--- config.mk ---
export PLATFORM = sky130hd
export DESIGN_NAME = sctt_timer
export DESIGN_NICKNAME = d
export VERILOG_FILES = /design/src/rtl/sctt_pkg.sv /design/src/rtl/sctt_timer.sv
export VERILOG_INCLUDE_DIRS = /design/src /design/src/rtl
export SDC_FILE = /design/constraint.sdc
export NUM_CORES = 1
export LEC_CHECK = 0
export ABC_AREA = 1
export BUFFER_PORTS_ARGS = -buffer_cell sky130_fd_sc_hd__buf_2
export CAP_MARGIN = 20
export CORE_ASPECT_RATIO = 0.5
export CORE_MARGIN = 2
export CORE_UTILIZATION = 59
export CTS_CLUSTER_SIZE = 14
export DETAILED_ROUTE_END_ITERATION = 16
export PLACE_DENSITY = 0.78
export SYNTH_ARGS = -nofsm -noshare
export SYNTH_HDL_FRONTEND = slang
export SYNTH_SLANG_ARGS = --single-unit
--- constraint.sdc ---
create_clock -name clk_sys -period 8.3 [get_ports clk_sys]
set_clock_uncertainty 0.1 [all_clocks]
set_input_delay 0.415 -clock clk_sys [delete_from_list [all_inputs] [get_ports clk_sys]]
set_output_delay 0.415 -clock clk_sys [all_outputs]
set_load 0.05 [all_outputs]
--- src/rtl/sctt_regs.svh ---
// register map, field positions, reset values and counts of the slow tick timer
// assumes an 8-bit special function register space addressed by 8-bit offsets
`ifndef SCTT_REGS_SVH
`define SCTT_REGS_SVH

// offsets
`define SCTT_ADDR_OPTION     8'h94
`define SCTT_ADDR_INTERRUPT_FLAGS     8'h95
`define SCTT_ADDR_CNT_UPPER  8'hb3
`define SCTT_ADDR_CNT_LOW    8'hb4
`define SCTT_ADDR_CNT_MID    8'hb5
`define SCTT_ADDR_RELOAD     8'hb6
`define SCTT_ADDR_TRIM       8'hb7
`define SCTT_ADDR_AUX        8'hf8

// reset values
`define SCTT_RST_OPTION      8'hc1
`define SCTT_RST_RELOAD      8'h00
`define SCTT_RST_TRIM        8'h00
`define SCTT_RST_AUX         5'h00
`define SCTT_RST_COUNT       23'h000000

// field positions and codes
`define SCTT_TRIM_SIGN_BIT   7
`define SCTT_AUX_CLR_BIT     2
`define SCTT_AUX_RW_MASK     5'h1b
`define SCTT_FLAG_BIT        0
`define SCTT_INTERRUPT_FLAGS_CLR_VAL  8'hfe
`define SCTT_UNMAPPED_READ   8'h00

// timing: bit whose carry marks 32768 slow cycles; 16384 and 8192 sit below it
`define SCTT_TICK_BIT_S32K   15
`define SCTT_TRIM_ACC_W      21

`endif

--- src/rtl/sctt_pkg.sv ---
// types shared by the slow tick timer
// assumes the constants of sctt_regs.svh for offsets and fields
package sctt_pkg;

  // one cycle special function register access from the processor core
  typedef struct packed {
    logic [7:0] addr;
    logic       wr;
    logic       rd;
    logic [7:0] wdata;
  } sctt_sfr_req_t;

  // tick interval select codes, in field order
  typedef enum logic [1:0] {
    SCTT_IVL_OVF,
    SCTT_IVL_32K,
    SCTT_IVL_16K,
    SCTT_IVL_8K
  } sctt_interval_t;

endpackage

--- src/rtl/sctt_timer.sv ---
// slow tick timer: 23-bit trimmed counter on the slow clock, tick flag, count registers
// assumes a one-cycle sfr access on clk_sys and a slow clock far slower than clk_sys
//
// How it works
// With zero trim magnitude the 23-bit count steps by one on every slow clock cycle.
// On 23-bit overflow the upper byte loads the reload value and the lower bits wrap.
// Positive trim with nonzero magnitude steps the count by two on chosen slow cycles.
// Negative trim with nonzero magnitude holds the count on chosen slow cycles.
// Trim magnitude is bits 6..0 of the trim register, 0.477 ppm per step.
// Trim register bit 7 picks direction: 0 faster, 1 slower.
// Writing 1 to aux control bit 2 clears the count and reloads the upper byte.
// Interval code 00 ticks only on overflow of the full 23-bit count.
// Interval codes 01, 10, 11 tick every 32768, 16384, 8192 slow cycles.
// Each tick sets the tick flag in bit 0 of the interrupt flag register.
// The tick flag clears when the processor vectors to its service routine.
// Writing FEh to the interrupt flag register clears the tick flag.
// The count reads as low byte 7..0, mid bits 14..8 and upper byte 22..15.
// Software reading the count on the fast clock must filter for torn values.
// The tick flag reaches the processor once per tick while the slow clock runs far slower than clk_sys.
// Trim steps spread evenly, one per 2^21 slow cycles per magnitude step.
// The slow clock crosses into clk_sys through a synchroniser, each edge used once.
`timescale 1ns/1ps

`include "sctt_regs.svh"

module sctt_timer (
  input  logic                   clk_sys,
  input  logic                   resetn,
  input  logic                   slow_clk_in,
  input  sctt_pkg::sctt_sfr_req_t sfr_req,
  input  logic                   isr_ack,
  output logic [7:0]             sfr_rdata,
  output logic                   tick_flag
);
  import sctt_pkg::*;

  //////////////////////////////////////////////////////////////////////////////
  // registers

  logic [7:0]  option_q;
  logic [7:0]  reload_q;
  logic [7:0]  trim_q;
  logic [4:0]  aux_q;
  logic        flag_q;
  logic [22:0] cnt_q;
  logic [`SCTT_TRIM_ACC_W-1:0] acc_q;
  logic        slow_s1_q;
  logic        slow_s2_q;
  logic        slow_s3_q;
  logic [7:0]  rdata_q;

  //////////////////////////////////////////////////////////////////////////////
  // sfr decode

  wire wr_opt    = sfr_req.wr && (sfr_req.addr == `SCTT_ADDR_OPTION);
  wire wr_interrupt_flags = sfr_req.wr && (sfr_req.addr == `SCTT_ADDR_INTERRUPT_FLAGS);
  wire wr_reload = sfr_req.wr && (sfr_req.addr == `SCTT_ADDR_RELOAD);
  wire wr_trim   = sfr_req.wr && (sfr_req.addr == `SCTT_ADDR_TRIM);
  wire wr_aux    = sfr_req.wr && (sfr_req.addr == `SCTT_ADDR_AUX);

  // clear request is a write strobe only; the bit never stays set
  wire clr_req   = wr_aux && sfr_req.wdata[`SCTT_AUX_CLR_BIT];

  //////////////////////////////////////////////////////////////////////////////
  // slow clock edge

  // only s2 reads s1; the edge detector works on s2 and s3
  wire slow_edge = slow_s2_q && !slow_s3_q;

  //////////////////////////////////////////////////////////////////////////////
  // trim

  wire [6:0] trim_mag  = trim_q[6:0];
  wire       trim_slow = trim_q[`SCTT_TRIM_SIGN_BIT];
  wire       trim_on   = (trim_mag != 7'h00);

  // carry of a 21-bit phase accumulator: mag carries per 2^21 slow cycles
  wire [`SCTT_TRIM_ACC_W:0] acc_sum = {1'b0, acc_q} + {15'h0000, trim_mag};
  wire adj_now = trim_on && acc_sum[`SCTT_TRIM_ACC_W];

  // step size: 1 normally, 2 or 0 on an adjust cycle
  wire [1:0] step_w = !adj_now ? 2'd1 : (trim_slow ? 2'd0 : 2'd2);

  //////////////////////////////////////////////////////////////////////////////
  // count

  wire [23:0] sum_w  = {1'b0, cnt_q} + {22'h000000, step_w};
  wire        ovf_w  = sum_w[23];
  // a step of two across the top leaves a one in the low bits, kept as is
  wire [22:0] next_w = ovf_w ? {reload_q, sum_w[14:0]} : sum_w[22:0];

  //////////////////////////////////////////////////////////////////////////////
  // tick

  // cross_w[k]: this step crosses a multiple of 2^(15-k) slow counts
  logic [2:0] cross_w;
  genvar k;
  generate
    for (k = 0; k < 3; k++) begin : g_cross
      localparam int B = `SCTT_TICK_BIT_S32K - k;
      assign cross_w[k] = (sum_w[23:B] != {1'b0, cnt_q[22:B]});
    end
  endgenerate

  sctt_interval_t ivl_w;
  assign ivl_w = sctt_interval_t'(option_q[1:0]);

  logic ivl_hit;
  always_comb begin
    case (ivl_w)
      SCTT_IVL_OVF: ivl_hit = ovf_w;
      SCTT_IVL_32K: ivl_hit = cross_w[0];
      SCTT_IVL_16K: ivl_hit = cross_w[1];
      SCTT_IVL_8K:  ivl_hit = cross_w[2];
      default:      ivl_hit = 1'b0;
    endcase
  end

  // a clear in the same cycle wins over the count step, so no tick then
  wire tick_evt = slow_edge && !clr_req && ivl_hit;

  //////////////////////////////////////////////////////////////////////////////
  // read path

  // mid register is 7 bits wide; bit 7 reads zero
  logic [7:0] rd_mux_w;
  always_comb begin
    case (sfr_req.addr)
      `SCTT_ADDR_OPTION:    rd_mux_w = option_q;
      `SCTT_ADDR_INTERRUPT_FLAGS:    rd_mux_w = {7'h00, flag_q};
      `SCTT_ADDR_CNT_UPPER: rd_mux_w = cnt_q[22:15];
      `SCTT_ADDR_CNT_LOW:   rd_mux_w = cnt_q[7:0];
      `SCTT_ADDR_CNT_MID:   rd_mux_w = {1'b0, cnt_q[14:8]};
      `SCTT_ADDR_RELOAD:    rd_mux_w = reload_q;
      `SCTT_ADDR_TRIM:      rd_mux_w = trim_q;
      `SCTT_ADDR_AUX:       rd_mux_w = {3'h0, aux_q};
      default:              rd_mux_w = `SCTT_UNMAPPED_READ;
    endcase
  end

  //////////////////////////////////////////////////////////////////////////////
  // flag next value

  // hardware set wins over both clears in the same cycle
  wire flag_clr = isr_ack
                || (wr_interrupt_flags && (sfr_req.wdata == `SCTT_INTERRUPT_FLAGS_CLR_VAL));
  wire flag_d   = tick_evt || (flag_q && !flag_clr);

  //////////////////////////////////////////////////////////////////////////////
  // flip-flops

  always_ff @(posedge clk_sys or negedge resetn) begin
    if (!resetn) begin
      slow_s1_q <= 1'b0;
      slow_s2_q <= 1'b0;
      slow_s3_q <= 1'b0;
    end else begin
      slow_s1_q <= slow_clk_in;
      slow_s2_q <= slow_s1_q;
      slow_s3_q <= slow_s2_q;
    end
  end

  always_ff @(posedge clk_sys or negedge resetn) begin
    if (!resetn) begin
      option_q <= `SCTT_RST_OPTION;
      reload_q <= `SCTT_RST_RELOAD;
      trim_q   <= `SCTT_RST_TRIM;
      aux_q    <= `SCTT_RST_AUX;
    end else begin
      if (wr_opt)    option_q <= sfr_req.wdata;
      if (wr_reload) reload_q <= sfr_req.wdata;
      if (wr_trim)   trim_q   <= sfr_req.wdata;
      if (wr_aux)    aux_q    <= sfr_req.wdata[4:0] & `SCTT_AUX_RW_MASK;
    end
  end

  always_ff @(posedge clk_sys or negedge resetn) begin
    if (!resetn) begin
      cnt_q <= `SCTT_RST_COUNT;
      acc_q <= '0;
    end else if (clr_req) begin
      cnt_q <= {reload_q, 15'h0000};
    end else if (slow_edge) begin
      cnt_q <= next_w;
      acc_q <= acc_sum[`SCTT_TRIM_ACC_W-1:0];
    end
  end

  always_ff @(posedge clk_sys or negedge resetn) begin
    if (!resetn) begin
      flag_q  <= 1'b0;
      rdata_q <= 8'h00;
    end else begin
      flag_q <= flag_d;
      if (sfr_req.rd) rdata_q <= rd_mux_w;
    end
  end

  // count read is live; a fast core may see bytes from two different counts
  assign sfr_rdata = rdata_q;
  assign tick_flag = flag_q;
endmodule

==> qor.yml <==
cts:
  clock_sinks: 84
  htree_levels: 3
  clock-root-buffer: "clkbuf_16"
  cts_tree: "built"
  post-cts-setup-buffers: 0
  cts_resized: 0
  cts_hold_buffers: 1
  cts_buffers: 9
  insertion_delay_ps: 340
  clk_path_buf_depth: 2
  cts.clk_slew.worst_paths_ps: 60
layout:
  multiInputGateArea_sq_mm: 0.00258
  area_delta_synth_final_pct: 10.7
  mostFrequentLayoutCells: "253 x nand2_1, 91 x inv_1, 81 x dfrtp_1"
  regArea_sq_mm: 0.00211
  diodes: 0
  stdcell_count: 880
  drive_gt1_share_pct: 10.4
  final_common_cell: "nand2_1"
  fill_cells: 735
  nNetsFinal: 796
die:
  initial_core_util_pct: 62.2
  ios: 31
  core_area_sq_mm: 0.00820
  die_h_um: 69.8
  dieArea_sq_mm: 0.00945
  rows: 23
  die_w_um: 136
global_route:
  first_global_vias: 4696
  grt_max_degree: 62
  grt-ovfl-total: 0
  antenna_found_initial: 0
  grt_first_pass_wirelength_um: 22700
  grt_util_all_layers_pct: 31.2
drt:
  dr_total_vias: 4840
  drt-vias-per-instance: 5.50
  wl_per_cell_um: 15.2
  drt_wl_total_um: 13400
  first_pass_iters: 5
  ant_nets: 0
  drtIter0Drc: 506
  drc: 0
pwr:
  p_switching_uw: 334
  clkPwrFrac_pct: 36.6
  p_int_uw: 754
  peakVddDrop_mv: 0.108
  pwr-share-seq_pct: 45.9
  power_uw: 1090
  swShare_pct: 30.7
  leakage_uw: 0.00281
  power_frac_comb_pct: 17.5
  p_per_area_mw_per_mm2: 193
critical_path:
  crit_arrival_ps: 3420
  crit_required_ps: 8410
  worst_setup_path_end_kind: "register"
  crit_path_max_fanout: 6
  criticalPathCategory: "register to register"
  setup.worst_path.start_class: "register"
logic_synthesis:
  ys_warn_count: 0
  synth_flop_cell: "dfrtp_1"
  synthesis.nets: 761
  syn-mean-instance-area_sq_um: 7.01
  synth_largest_area_cell: "dfrtp_1"
  synth_top_area_share_pct: 39.7
  synth_seq_area_share_pct: 41.3
  synthTopCellsByArea: "dfrtp_1 40%, nand2_1 19%, inv_1 6.7%"
  synth_cell_types: 38
  syn_area_sq_mm: 0.00510
  synth_cells: 728
  synth-seq-cells: 84
  async_flop_share_pct: 100
  synth-edff-count: 0
outcome:
  status: "finished, final reports clean"
sta:
  rsz0062_at_grt: "false"
  min_period_ps: 3320
  slew_headroom_pct: 48.7
  tns_ps: 0
  hold_viol: 0
  max_freq_mhz: 302
  fin_crit_sh_pct: 39.9
  worst_slack_ps: 4980
  holdWs_ps: 73.0
  slew_viol_final: 0
  setup_viol: 0
  worstMarginPinSlew_ps: 769
placed_design:
  dp_hpwl_um: 10200
  dp_worst_setup_slack_ps: 5100
  dp_cells: 863
  gp_congestion: 0.954
  numPortBuffers: 30
min_path:
  worstHoldPathType: "input pin to register"
flow_run:
  maxCapViolCount: 0
final timing paths:
check                       startpoint         to  slack [ps]  depth (start not counted)
max in group asynchronous       resetn   aux_q[3]        6610                          3
hold reg to reg              slow_s1_q  slow_s2_q         250                          0
hold / removal             slow_clk_in  slow_s1_q          70                          1
setup reg to reg             trim_q[6]  cnt_q[14]        4980                         15
min in group asynchronous       resetn   cnt_q[9]         420                          2
setup / recovery             trim_q[6]  cnt_q[14]        4980                         15
stage by stage:
stage          utilization (%)  instance area [sq um]
2_1_floorplan                -                   5100
3_3_place_gp              65.2                   5350
3_5_place_dp              65.2                   5350
4_1_cts                   68.9                   5650
5_1_grt                   68.9                   5650
6_report                  68.9                   5650
flip-flops by register name, indices dropped and copies added (netlist names):
register,cells
cnt_q,23
acc_q,21
option_q,8
reload_q,8
sfr_rdata,8
trim_q,8
aux_q,4
slow_s1_q,1
slow_s2_q,1
slow_s3_q,1
tick_flag,1
worst max-delay path: stages, from the launching register on:
cell and delay, ps:
dfrtp_1 420, ha_1 370, nand2_1 130, nor2_1 170
nand2_1 70, nand3_1 100, nand3_1 150, nor2_1 170
inv_1 80, fa_1 450, inv_1 140, nand2_1 100
nor2_1 150, nand2_1 140, nor4_1 300, a21oi_1 130
metal layers:
layer  global-route usage, %  part of all wire, %
met3                    7.97                  7.9
met1                    43.0                   44
met2                    49.9                   46
met4                    7.18                  1.5
met5                       0                    0
synth_stat cells (4+ instances only):
library cell,n
nand3_2,4
nor2_1,80
o22ai_1,8
nand2_2,8
o21ai_1,8
nor3_1,17
dfrtp_1,81
nor2_4,4
a21oi_1,14
nor2_2,4
nor3_2,4
inv_2,5
o21ai_0,42
xnor2_1,4
nand3_1,43
inv_1,91
nand2_1,253
nand3b_1,4
nand4_1,7
ha_1,9
xor2_1,6
power groups by stage:
stage / logic, uW / registers [uW] / clock network [uW]
5_1_grt: 220 / 506 / 422
2_1_floorplan: 135 / 494 / 0
6_report: 191 / 500 / 399
4_1_cts: 190 / 499 / 401
3_5_place_dp: 186 / 506 / 0
3_3_place_gp: 182 / 505 / 0
kinds of logic after synthesis:
family	synth area share, %
buf+inv	8.17
simple gates	36.6
flops	41.3
compound gates	9.25
xor+xnor	1.72
fa+ha+maj	2.99
cell type report:
type	count	area share (%)
inverter	96	6.38
timing repair buffer	32	3.01
multi-input combinational	540	45.6
clock inverter	6	1.15
clock buffer	10	4.05
sequential	84	37.3
tap	112	2.48
No activity file was read; power rests on OpenSTA's default activity.
